[src/shared/rtd_regs_pkg.sv]
// constants and types for the rtd input register bank
package rtd_regs_pkg;
  localparam int ADDR_W = 4;
  // register offsets are avalon word indexes
  localparam logic [3:0] IDX_POINT = 4'hc;
  localparam logic [3:0] IDX_CFG = 4'hd;
  localparam logic [3:0] IDX_SCALE34 = 4'he;
  localparam logic [3:0] IDX_IRQ_STATUS = 4'h0;
  localparam logic [3:0] IDX_IRQ_MASK = 4'h1;
  localparam logic [3:0] IDX_DIAG_DATA = 4'h2;
  localparam int CFG_CONFIGURE = 0;
  localparam int CFG_FORCE_ERR = 1;
  localparam int CFG_POINT_FAULT = 2;
  localparam int CFG_CARD_TROUBLE = 3;
  localparam int CFG_WARMING = 4;
  localparam int CFG_MAINS_50HZ = 5;
  localparam int CFG_TRACK_EN = 6;
  localparam int CFG_DIAG = 7;
  localparam logic [7:0] CFG_RESET = 8'h00;
  localparam logic [7:0] SCALE_RESET = 8'h00;
  localparam logic [15:0] ZERO16 = 16'h0000;
  // interrupt events
  localparam int IRQ_N = 4;
  localparam int IRQ_FAULT = 0;
  localparam int IRQ_POINT = 1;
  localparam int IRQ_SYNC = 2;
  localparam int IRQ_READY = 3;
  localparam logic [3:0] IRQ_RESET = 4'h0;
  // timing
  localparam int CLK_HZ = 50_000_000;
  localparam int WARMUP_MS = 100;
  localparam int WARMUP_CYC = WARMUP_MS * (CLK_HZ / 1000);
  localparam int APPLY_US = 10;
  localparam int APPLY_CYC = APPLY_US * (CLK_HZ / 1_000_000);
  localparam int WDOG_MS = 1000;
  localparam int WDOG_CYC = WDOG_MS * (CLK_HZ / 1000);
  localparam logic [31:0] CNT_ONE = 32'h00000001;
  localparam logic [31:0] CNT_ZERO = 32'h00000000;

  typedef struct packed {
    logic [7:0] ch1;
    logic [7:0] ch2;
    logic [7:0] ch3;
    logic [7:0] ch4;
  } scales_s;

  typedef struct packed {
    logic diag;
    logic track_en;
    logic mains_50hz;
    logic force_err;
    logic configure;
  } cfg_s;

  typedef enum logic [2:0] {
    ST_WARM = 3'b001,
    ST_APPLY = 3'b010,
    ST_RUN = 3'b100
  } phase_e;
endpackage

[src/verilog/rtd_input_config_status_regs.sv]
// avalon-mm register bank of the four channel rtd input module
`timescale 1ns/100ps
// Behaviour
// - word 13 writes configuration, reads status
// - config bit 0 configures; status bit0 shows
// - bit 1 forces error; status shows error
// - status bit 2 when any channel fault
// - status bit 3 during card failure
// - status bit 4 during warmup or configuring
// - bit 5 selects 60/50 hz, read back
// - bit 6 enables tracking, read back
// - status bit 7 sync fault while tracking
// - bit 7 makes bits 0-6 memory address
// - word 13 high byte channel 2 scale
// - word 14 holds channel 3 and 4 scales
// - word 12 low byte per channel test failures
// - point flags read 1 while fault present
// - word 12 high byte channel 1 scale
// - internal fault on forced error or watchdog
module rtd_input_config_status_regs #(
  parameter int WARMUP_CYCLES = rtd_regs_pkg::WARMUP_CYC,
  parameter int WDOG_CYCLES = rtd_regs_pkg::WDOG_CYC
) (
  input wire logic clk_in,
  input wire logic arst_n_in,
  input wire logic [3:0] avs_address_in,
  input wire logic avs_read_in,
  input wire logic avs_write_in,
  input wire logic [31:0] avs_writedata_in,
  input wire logic [3:0] avs_byteenable_in,
  output logic [31:0] avs_readdata_out,
  output logic avs_waitrequest_out,
  input wire logic [3:0] zero_fail_in,
  input wire logic [3:0] loop_fail_in,
  input wire logic card_fail_in,
  input wire logic sync_missing_in,
  input wire logic sync_unreasonable_in,
  input wire logic [15:0] diag_mem_data_in,
  output logic [6:0] diag_mem_addr_out,
  output logic diag_mode_out,
  output logic mains_50hz_out,
  output logic track_en_out,
  output logic internal_fault_out,
  output logic irq_out
);
  logic rst_s1_q, rst_n_q;
  always_ff @(posedge clk_in or negedge arst_n_in) begin
    if (!arst_n_in) begin
      rst_s1_q <= 1'b0;
      rst_n_q <= 1'b0;
    end else begin
      rst_s1_q <= 1'b1;
      rst_n_q <= rst_s1_q;
    end
  end

  // pin inputs through two flip-flops
  localparam int PIN_W = 27;
  logic [PIN_W-1:0] pin_raw, pin_s1_q, pin_s2_q;
  assign pin_raw = {diag_mem_data_in, sync_unreasonable_in, sync_missing_in,
                    card_fail_in, zero_fail_in, loop_fail_in[2:0],
                    loop_fail_in[3]};
  always_ff @(posedge clk_in or negedge rst_n_q) begin
    if (!rst_n_q) begin
      pin_s1_q <= '0;
      pin_s2_q <= '0;
    end else begin
      pin_s1_q <= pin_raw;
      pin_s2_q <= pin_s1_q;
    end
  end
  wire [3:0] loop_fail = {pin_s2_q[0], pin_s2_q[3:1]};
  wire [3:0] zero_fail = pin_s2_q[7:4];
  wire card_fail = pin_s2_q[8];
  wire sync_missing = pin_s2_q[9];
  wire sync_bad = pin_s2_q[10];
  wire [15:0] diag_data = pin_s2_q[26:11];

  // one-cycle answer: waitrequest high on the first cycle of a request
  logic ack_q;
  wire req = (avs_read_in || avs_write_in) && !ack_q;
  wire take = (avs_read_in || avs_write_in) && ack_q;
  wire wr = avs_write_in && ack_q;
  wire rd = avs_read_in && ack_q;
  wire lo_en = avs_byteenable_in[0];
  wire hi_en = avs_byteenable_in[1];

  function automatic logic sel(input logic [3:0] a, input logic [3:0] idx);
    sel = (a == idx);
  endfunction

  wire wr_point = wr && sel(avs_address_in, rtd_regs_pkg::IDX_POINT);
  wire wr_cfg = wr && sel(avs_address_in, rtd_regs_pkg::IDX_CFG);
  wire wr_s34 = wr && sel(avs_address_in, rtd_regs_pkg::IDX_SCALE34);
  wire wr_ist = wr && sel(avs_address_in, rtd_regs_pkg::IDX_IRQ_STATUS);
  wire wr_imk = wr && sel(avs_address_in, rtd_regs_pkg::IDX_IRQ_MASK);
  wire rd_point = rd && sel(avs_address_in, rtd_regs_pkg::IDX_POINT);
  wire rd_cfg = rd && sel(avs_address_in, rtd_regs_pkg::IDX_CFG);
  wire rd_s34 = rd && sel(avs_address_in, rtd_regs_pkg::IDX_SCALE34);

  rtd_regs_pkg::cfg_s cfg_q;
  rtd_regs_pkg::scales_s scales_q;
  logic [3:0] irq_mask_q, irq_stat_q;
  logic configured_q;
  rtd_regs_pkg::phase_e phase_q, phase_d;
  logic [31:0] warm_cnt_q, wdog_cnt_q;
  logic wdog_exp_q;

  always_ff @(posedge clk_in or negedge rst_n_q) begin
    if (!rst_n_q) begin
      ack_q <= 1'b0;
      avs_waitrequest_out <= 1'b1;
    end else begin
      ack_q <= req;
      avs_waitrequest_out <= !req;
    end
  end

  // configuration low byte and scale codes
  always_ff @(posedge clk_in or negedge rst_n_q) begin
    if (!rst_n_q) begin
      cfg_q <= '0;
      scales_q <= '0;
      irq_mask_q <= rtd_regs_pkg::IRQ_RESET;
    end else begin
      if (wr_cfg && lo_en) begin
        cfg_q <= {avs_writedata_in[rtd_regs_pkg::CFG_DIAG],
                  avs_writedata_in[rtd_regs_pkg::CFG_TRACK_EN],
                  avs_writedata_in[rtd_regs_pkg::CFG_MAINS_50HZ],
                  avs_writedata_in[rtd_regs_pkg::CFG_FORCE_ERR],
                  avs_writedata_in[rtd_regs_pkg::CFG_CONFIGURE]};
      end
      if (wr_cfg && hi_en) begin
        scales_q.ch2 <= avs_writedata_in[15:8];
      end
      if (wr_point && hi_en) begin
        scales_q.ch1 <= avs_writedata_in[15:8];
      end
      if (wr_s34 && lo_en) begin
        scales_q.ch3 <= avs_writedata_in[7:0];
      end
      if (wr_s34 && hi_en) begin
        scales_q.ch4 <= avs_writedata_in[15:8];
      end
      if (wr_imk && lo_en) begin
        irq_mask_q <= avs_writedata_in[3:0];
      end
    end
  end

  // diagnostic address held in bits 0..6 while diag bit set
  logic [6:0] diag_addr_q;
  always_ff @(posedge clk_in or negedge rst_n_q) begin
    if (!rst_n_q) begin
      diag_addr_q <= 7'h00;
    end else if (wr_cfg && lo_en && avs_writedata_in[7]) begin
      diag_addr_q <= avs_writedata_in[6:0];
    end
  end

  // warm-up and configuration apply sequencing
  wire warm_done = (warm_cnt_q == rtd_regs_pkg::CNT_ZERO);
  wire cfg_write = wr_cfg && lo_en && !avs_writedata_in[7];
  wire next_conf = (wr_cfg && lo_en) ?
                   avs_writedata_in[rtd_regs_pkg::CFG_CONFIGURE] :
                   cfg_q.configure;
  always_comb begin
    phase_d = phase_q;
    case (phase_q)
      rtd_regs_pkg::ST_WARM: begin
        if (warm_done) begin
          phase_d = rtd_regs_pkg::ST_RUN;
        end
      end
      rtd_regs_pkg::ST_APPLY: begin
        if (warm_done) begin
          phase_d = rtd_regs_pkg::ST_RUN;
        end
      end
      rtd_regs_pkg::ST_RUN: begin
        if (cfg_write) begin
          phase_d = rtd_regs_pkg::ST_APPLY;
        end
      end
      default: phase_d = rtd_regs_pkg::ST_WARM;
    endcase
  end

  always_ff @(posedge clk_in or negedge rst_n_q) begin
    if (!rst_n_q) begin
      phase_q <= rtd_regs_pkg::ST_WARM;
      warm_cnt_q <= 32'(WARMUP_CYCLES);
      configured_q <= 1'b0;
    end else begin
      phase_q <= phase_d;
      if (phase_q == rtd_regs_pkg::ST_RUN && cfg_write) begin
        warm_cnt_q <= 32'(rtd_regs_pkg::APPLY_CYC);
      end else if (!warm_done) begin
        warm_cnt_q <= warm_cnt_q - rtd_regs_pkg::CNT_ONE;
      end
      if (phase_d == rtd_regs_pkg::ST_RUN && phase_q != rtd_regs_pkg::ST_RUN)
      begin
        configured_q <= next_conf;
      end else if (cfg_write && !avs_writedata_in[0]) begin
        configured_q <= 1'b0;
      end
    end
  end

  // communication watchdog restarted by any access
  always_ff @(posedge clk_in or negedge rst_n_q) begin
    if (!rst_n_q) begin
      wdog_cnt_q <= 32'(WDOG_CYCLES);
      wdog_exp_q <= 1'b0;
    end else if (take) begin
      wdog_cnt_q <= 32'(WDOG_CYCLES);
      wdog_exp_q <= 1'b0;
    end else if (wdog_cnt_q != rtd_regs_pkg::CNT_ZERO) begin
      wdog_cnt_q <= wdog_cnt_q - rtd_regs_pkg::CNT_ONE;
    end else if (configured_q) begin
      wdog_exp_q <= 1'b1;
    end
  end

  wire [7:0] point_flags;
  genvar ch;
  generate
    for (ch = 0; ch < 4; ch++) begin : g_pt
      assign point_flags[2*ch] = zero_fail[ch];
      assign point_flags[2*ch+1] = loop_fail[ch];
    end
  endgenerate

  wire int_fault = cfg_q.force_err || wdog_exp_q;
  wire point_fault = |point_flags;
  wire sync_fault = cfg_q.track_en && (sync_missing || sync_bad);
  wire warming = phase_q != rtd_regs_pkg::ST_RUN;
  wire [7:0] status_lo = {sync_fault, cfg_q.track_en, cfg_q.mains_50hz,
                          warming, card_fail, point_fault, int_fault,
                          configured_q};

  // sticky interrupt events, set wins over write-one clear
  wire [3:0] irq_ev = {configured_q && !warming, sync_fault, point_fault,
                       int_fault};
  wire [3:0] irq_clr = (wr_ist && lo_en) ? avs_writedata_in[3:0] : 4'h0;
  always_ff @(posedge clk_in or negedge rst_n_q) begin
    if (!rst_n_q) begin
      irq_stat_q <= rtd_regs_pkg::IRQ_RESET;
      irq_out <= 1'b0;
    end else begin
      irq_stat_q <= (irq_stat_q & ~irq_clr) | irq_ev;
      irq_out <= |(irq_stat_q & irq_mask_q);
    end
  end

  logic [15:0] rd_word;
  always_comb begin
    case (avs_address_in)
      rtd_regs_pkg::IDX_POINT: rd_word = {scales_q.ch1, point_flags};
      rtd_regs_pkg::IDX_CFG: rd_word = {scales_q.ch2, status_lo};
      rtd_regs_pkg::IDX_SCALE34: rd_word = {scales_q.ch4, scales_q.ch3};
      rtd_regs_pkg::IDX_IRQ_STATUS: rd_word = {12'h000, irq_stat_q};
      rtd_regs_pkg::IDX_IRQ_MASK: rd_word = {12'h000, irq_mask_q};
      rtd_regs_pkg::IDX_DIAG_DATA: rd_word = diag_data;
      default: rd_word = rtd_regs_pkg::ZERO16;
    endcase
  end

  always_ff @(posedge clk_in or negedge rst_n_q) begin
    if (!rst_n_q) begin
      avs_readdata_out <= 32'h00000000;
      diag_mem_addr_out <= 7'h00;
      diag_mode_out <= 1'b0;
      mains_50hz_out <= 1'b0;
      track_en_out <= 1'b0;
      internal_fault_out <= 1'b0;
    end else begin
      if (req && avs_read_in) begin
        avs_readdata_out <= {16'h0000, rd_word};
      end
      diag_mem_addr_out <= diag_addr_q;
      diag_mode_out <= cfg_q.diag;
      mains_50hz_out <= cfg_q.mains_50hz;
      track_en_out <= cfg_q.track_en;
      internal_fault_out <= int_fault;
    end
  end

  a_wait_one: assert property (@(posedge clk_in) disable iff (!rst_n_q)
    (avs_read_in || avs_write_in) && !ack_q |=> !avs_waitrequest_out)
    else $error("answer not one cycle after request");
  a_force_err: assert property (@(posedge clk_in) disable iff (!rst_n_q)
    cfg_q.force_err |=> internal_fault_out)
    else $error("forced error not shown");
  a_point_or: assert property (@(posedge clk_in) disable iff (!rst_n_q)
    status_lo[2] == (|point_flags))
    else $error("point fault bit wrong");
  a_sync_gate: assert property (@(posedge clk_in) disable iff (!rst_n_q)
    !cfg_q.track_en |-> !status_lo[7])
    else $error("sync fault without tracking");
  a_ch2_scale: assert property (@(posedge clk_in) disable iff (!rst_n_q)
    wr_cfg && hi_en |=> scales_q.ch2 == $past(avs_writedata_in[15:8]))
    else $error("ch2 scale not stored");
  a_ch1_scale: assert property (@(posedge clk_in) disable iff (!rst_n_q)
    wr_point && hi_en |=> scales_q.ch1 == $past(avs_writedata_in[15:8]))
    else $error("ch1 scale not stored");
  a_warm_flag: assert property (@(posedge clk_in) disable iff (!rst_n_q)
    phase_q == rtd_regs_pkg::ST_RUN && cfg_write |=> status_lo[4])
    else $error("warming not set on configure");
  a_unconf_warm: assert property (@(posedge clk_in) disable iff (!rst_n_q)
    warming && !$past(configured_q) |-> !configured_q)
    else $error("configured during warmup");
  a_mains_out: assert property (@(posedge clk_in) disable iff (!rst_n_q)
    wr_cfg && lo_en |=> ##1 mains_50hz_out == $past(avs_writedata_in[5], 2))
    else $error("mains select not applied");

  a_read_upper: assert property (@(posedge clk_in)
    disable iff (!rst_n_q)
    rd |-> avs_readdata_out[31:16] == 16'h0000)
    else $error("upper read half not zero");
  a_status_read: assert property (@(posedge clk_in)
    disable iff (!rst_n_q)
    rd_cfg |-> avs_readdata_out[7:0] == $past(status_lo))
    else $error("status byte not returned");
  a_ch2_read: assert property (@(posedge clk_in)
    disable iff (!rst_n_q)
    rd_cfg |-> avs_readdata_out[15:8] == $past(scales_q.ch2))
    else $error("ch2 scale not read back");
  a_point_read: assert property (@(posedge clk_in)
    disable iff (!rst_n_q)
    rd_point |-> avs_readdata_out[7:0] == $past(point_flags))
    else $error("point flags not returned");
  a_ch1_read: assert property (@(posedge clk_in)
    disable iff (!rst_n_q)
    rd_point |-> avs_readdata_out[15:8] == $past(scales_q.ch1))
    else $error("ch1 scale not read back");
  a_ch3_read: assert property (@(posedge clk_in)
    disable iff (!rst_n_q)
    rd_s34 |-> avs_readdata_out[7:0] == $past(scales_q.ch3))
    else $error("ch3 scale not read back");
  a_ch4_read: assert property (@(posedge clk_in)
    disable iff (!rst_n_q)
    rd_s34 |-> avs_readdata_out[15:8] == $past(scales_q.ch4))
    else $error("ch4 scale not read back");
  a_conf_store: assert property (@(posedge clk_in)
    disable iff (!rst_n_q)
    wr_cfg && lo_en |=> cfg_q.configure == $past(avs_writedata_in[0]))
    else $error("configure bit not stored");
  a_track_out: assert property (@(posedge clk_in)
    disable iff (!rst_n_q)
    track_en_out == $past(cfg_q.track_en))
    else $error("tracking output not following");
  a_diag_addr: assert property (@(posedge clk_in)
    disable iff (!rst_n_q)
    wr_cfg && lo_en && avs_writedata_in[7]
    |=> diag_addr_q == $past(avs_writedata_in[6:0]))
    else $error("diag address not loaded");
  a_card_sync: assert property (@(posedge clk_in)
    disable iff (!rst_n_q)
    $past(rst_n_q, 2) |-> status_lo[3] == $past(card_fail_in, 2))
    else $error("card trouble not two cycles late");
  a_loop_sync: assert property (@(posedge clk_in)
    disable iff (!rst_n_q)
    $past(rst_n_q, 2) |-> loop_fail == $past(loop_fail_in, 2))
    else $error("loop flags not two cycles late");
  a_diag_sync: assert property (@(posedge clk_in)
    disable iff (!rst_n_q)
    $past(rst_n_q, 2) |-> diag_data == $past(diag_mem_data_in, 2))
    else $error("diag data not two cycles late");
  a_wdog_fire: assert property (@(posedge clk_in)
    disable iff (!rst_n_q)
    configured_q && !take && wdog_cnt_q == rtd_regs_pkg::CNT_ZERO
    |=> wdog_exp_q)
    else $error("watchdog did not expire");
  a_wdog_clear: assert property (@(posedge clk_in)
    disable iff (!rst_n_q)
    take |=> !wdog_exp_q)
    else $error("access did not clear watchdog");
  a_irq_set: assert property (@(posedge clk_in)
    disable iff (!rst_n_q)
    |irq_ev |=> (irq_stat_q & $past(irq_ev)) == $past(irq_ev))
    else $error("event lost against clear");
  a_conf_rise: assert property (@(posedge clk_in)
    disable iff (!rst_n_q)
    $rose(configured_q) |-> cfg_q.configure && !warming)
    else $error("configured without config bit");
endmodule

[config.mk]
export PLATFORM = sky130hd
export DESIGN_NAME = rtd_input_config_status_regs
export DESIGN_NICKNAME = d
export VERILOG_FILES = /design/src/shared/rtd_regs_pkg.sv /design/src/verilog/rtd_input_config_status_regs.sv
export SDC_FILE = /design/constraint.sdc
export NUM_CORES = 1
export LEC_CHECK = 0
export CAP_MARGIN = 20
export CORE_ASPECT_RATIO = 0.7
export CORE_MARGIN = 2
export CORE_UTILIZATION = 30
export DETAILED_ROUTE_END_ITERATION = 6
export DONT_BUFFER_PORTS = 1
export HOLD_SLACK_MARGIN = 0.1
export PLACE_DENSITY = 0.48
export SLEW_MARGIN = 5
export SYNTH_ARGS = -nofsm -noshare
export SYNTH_HDL_FRONTEND = slang
export SYNTH_SLANG_ARGS = --single-unit
[constraint.sdc]
create_clock -name clk_in -period 11.7 [get_ports clk_in]
set_clock_uncertainty 0.1 [all_clocks]
set_input_delay 0.585 -clock clk_in [delete_from_list [all_inputs] [get_ports clk_in]]
set_output_delay 0.585 -clock clk_in [all_outputs]
set_load 0.05 [all_outputs]
==> impl_summary.log <==
INFO  metric critPathMaxFanout = 8
INFO  metric cts_root_buffer = sky130_fd_sc_hd__clkbuf_16
INFO  metric yosysMostFrequentCell = sky130_fd_sc_hd__dfrtp_1
INFO  metric synth_flop_cell = sky130_fd_sc_hd__dfrtp_1
INFO  metric finalCritPeriodShare = 0.248
INFO  metric design.die.area = 30,700 µm²
INFO  metric tritoncts_num_sinks = 207
INFO  metric sequential_cell_area = 5210 µm²
INFO  metric cts_max_level = 1
INFO  metric drt_pre_antenna_iters = 6
INFO  metric tightest_slew = 1.06 ns
INFO  metric power-per-cell-area = 169 nW/µm²
INFO  metric number_of_cells_traversed_by_the_worst_hold_path = 1
INFO  metric post_route_cells_drive_above_1_share = 0.190
INFO  metric hold_path.startpoint = avs_writedata_in[2]
INFO  metric clock_tree.buffer_depth = 3
INFO  metric setup_tns = 0 ns
INFO  metric syn_area = 8780 µm²
INFO  metric cts_tree = built
INFO  metric place_inst = 1,105
INFO  metric drtIter0Drc = 526
INFO  metric grt_remaining_overflow = 0
INFO  metric synth_enable_flop_cells = 0
INFO  metric placed_cell_area = 9170 µm²
INFO  metric wl_per_cell = 18.4 µm
INFO  metric ys_top_cells_by_area = sky130_fd_sc_hd__dfrtp_1, sky130_fd_sc_hd__dfstp_2, sky130_fd_sc_hd__mux2_2, sky130_fd_sc_hd__a21oi_1, sky130_fd_sc_hd__or4_1
INFO  metric maxCapViolCount = 0
INFO  metric detail-route-antenna-nets = 0
INFO  metric insertion_delay = 0.51 ns
INFO  metric synth_largest_type_area_fraction = 0.527
INFO  metric grt_pass1_vias = 5,853
INFO  metric synthDistinctLibCells = 61
INFO  metric hpwlAfterDp = 14.6 mm
INFO  metric port-buffer-count = 0
INFO  metric report.final.hold_viol_count = 0
INFO  metric hold_path_class = primary input to register
INFO  metric crit-reg2reg-capture = warm_cnt_q[25]$_DFFE_PN0P_
INFO  metric die_height = 147 µm
INFO  metric tritoncts_buffers = 21
INFO  metric multi_input_area = 3340 µm²
INFO  metric core_region_area = 28,800 µm²
INFO  metric yosysSeqAreaShare = 0.593
INFO  metric fin_cells = 1,171
INFO  metric num_io_pins = 116
INFO  metric clk_transition_reported_paths = 0.07 ns
INFO  metric slew_viol_final = 0
INFO  metric wire_length_of_the_first_global_routing_pass = 34.5 mm
INFO  metric rsz0062_at_grt = no
INFO  metric synth_instances = 747
INFO  metric reg2reg_slack = 8.80 ns
INFO  metric die_w = 208 µm
INFO  metric timing_worst_setup_path_type = register to register
INFO  metric antenna-diode-count = 0
INFO  metric data_arrival_time_of_the_critical_path = 3.18 ns
INFO  metric gr-max-usage-layer = met1
INFO  metric grtUsageMet1 = 0.235
INFO  metric preCtsSetupSlack = 8.71 ns
INFO  metric holdPathEnd = irq_mask_q[2]$_DFFE_PN0P_
INFO  metric antenna_violations_before_repair = 1
INFO  metric yosys_warnings = 0
INFO  metric min_period = 2.90 ns
INFO  metric global_route_track_usage_on_met2 = 0.185
INFO  metric status = complete, no violations
INFO  metric routed_wirelength = 21.5 mm
INFO  metric layout_setup_ws = 8.80 ns
INFO  metric postLayoutCellArea = 10,200 µm²
INFO  metric async_reset_ff_frac = 1.00
INFO  metric startpoint_type = register
INFO  metric use_met3 = 0.0310
INFO  metric synth_largest_area_cell = sky130_fd_sc_hd__dfrtp_1
INFO  metric regToRegStartpoint = warm_cnt_q[0]$_DFFE_PN0P_
INFO  metric grt_max_degree = 173
INFO  metric worst_supply_voltage_drop_on_vdd = 102 µV
INFO  metric synth_common_cells = sky130_fd_sc_hd__dfrtp_1, sky130_fd_sc_hd__mux2_2, sky130_fd_sc_hd__nand2_1, sky130_fd_sc_hd__a21oi_1, sky130_fd_sc_hd__nor2_1
INFO  metric crit_required = 11.98 ns
INFO  metric syn-mean-instance-area = 11.8 µm²
INFO  metric synth.ff_latch_count = 207
INFO  metric cts_resized = 0
INFO  metric detail_route.drc_violations = 0
INFO  metric grt_usage = 0.142
INFO  metric place.gp.congestion = 0.756
INFO  metric initial_core_util = 0.305
INFO  metric fill_cells = 2,841
INFO  metric p_leak = 4.20 nW
INFO  metric drt-vias-per-instance = 5.14
INFO  metric report.final.setup_viol = 0
INFO  metric setup.worst_path.end_class = register
INFO  metric timing.fmax = 345 MHz
INFO  metric timing.reg2reg.worst_path_depth = 7
INFO  metric area_growth = 16.1%
INFO  metric relSlewSlack = 0.296
INFO  metric placement_rows = 52
INFO  metric nNetsFinal = 852
INFO  metric dr_total_vias = 6,017
## worst max-delay path by stage
stage                                         start                         end  slack (ns)  cells after the start
final                     warm_cnt_q[0]$_DFFE_PN0P_  warm_cnt_q[25]$_DFFE_PN0P_        8.80                      7
after floorplan                   rst_n_q$_DFF_PN0_             ack_q$_DFF_PN0_        5.44                      0
after global routing      warm_cnt_q[0]$_DFFE_PN0P_    configured_q$_DFFE_PN0P_        8.65                      8
after detailed placement          avs_address_in[1]  warm_cnt_q[10]$_DFFE_PN0P_        8.71                      5
after global placement            avs_address_in[1]  warm_cnt_q[29]$_DFFE_PN0P_        8.70                      5
after CTS                 warm_cnt_q[0]$_DFFE_PN0P_  warm_cnt_q[25]$_DFFE_PN0P_        8.80                      7
## final cells by class
| cell class | count | share of cell area |
|---|---|---|
| clock buffer | 27 | 0.0577 |
| clock inverter | 11 | 0.0146 |
| inverter | 11 | 0.00405 |
| multi-input combinational | 497 | 0.328 |
| sequential | 207 | 0.511 |
| tap | 378 | 0.0464 |
| timing repair buffer | 40 | 0.0376 |
## logic make-up after synthesis
family                     share of synthesized area
DFF                                            0.593
adders and majority gates                    0.00428
xor gates and xnor gates                     0.00798
muxes                                         0.0755
AOI/OAI and AO/OA                              0.119
other                                       0.000855
buffers and inverters                         0.0341
and+or+nand+nor                                0.165
## state kept, by name, summed over array words and instances (netlist names), 3 cells and up
register,cells
wdog_cnt_q,32
warm_cnt_q,32
diag_addr_q,7
irq_mask_q,4
pin_s1_q,27
phase_q,3
avs_readdata_out,16
pin_s2_q,27
scales_q,32
diag_mem_addr_out,7
irq_stat_q,4
cfg_q,5
## layout by cell type (no fill, tap or decap), types with 22 or more instances in the layout
cell type	instances
sky130_fd_sc_hd__o21ai_0	23
sky130_fd_sc_hd__nor4_1	23
sky130_fd_sc_hd__dlygate4sd3_1	28
sky130_fd_sc_hd__or4_1	27
sky130_fd_sc_hd__dfrtp_1	184
sky130_fd_sc_hd__nor2_1	34
sky130_fd_sc_hd__dfstp_2	22
sky130_fd_sc_hd__nand2_1	50
sky130_fd_sc_hd__mux2_2	50
sky130_fd_sc_hd__or3_1	25
sky130_fd_sc_hd__a21oi_1	44
## where the power goes
group	switching [mW]	leakage (nW)	internal, mW
logic	0.0922	1.30	0.0638
clock network	0.293	0.353	0.425
registers	0.0743	2.55	0.774
total	0.460	4.20	1.26
## routing by layer
layer  wire, µm  part of all wire
met4        254             0.012
met2       8410              0.39
met1      11600              0.54
met3       1230             0.057
met5          0                 0
## critical path: stages, from the launching register on
cell and delay, ns:
sky130_fd_sc_hd__dfrtp_1 0.40, sky130_fd_sc_hd__inv_1 0.10, sky130_fd_sc_hd__ha_1 0.22, sky130_fd_sc_hd__or3b_2 0.50, sky130_fd_sc_hd__or4_4 0.57, sky130_fd_sc_hd__nor3_1 0.58, sky130_fd_sc_hd__nor4_1 0.15, sky130_fd_sc_hd__mux2i_1 0.15
## stage by stage
stage               utilization  hold WS [ns]  power [mW]
floorplan                     -         0.189       0.968
global placement          0.318         0.189        1.01
detailed placement        0.318         0.188        1.01
CTS                       0.354         0.104        1.74
global route              0.354         0.105        1.80
finish                    0.354         0.126        1.72
## timing repair
item | 4_1_cts | 5_1_grt
endpoints found under the setup margin | 0 | 0
hold buffers | 28 | 0
setup buffers | 0 | 0
hold endpoints to repair | 29 | 0
No activity file was read; power rests on OpenSTA's default activity.
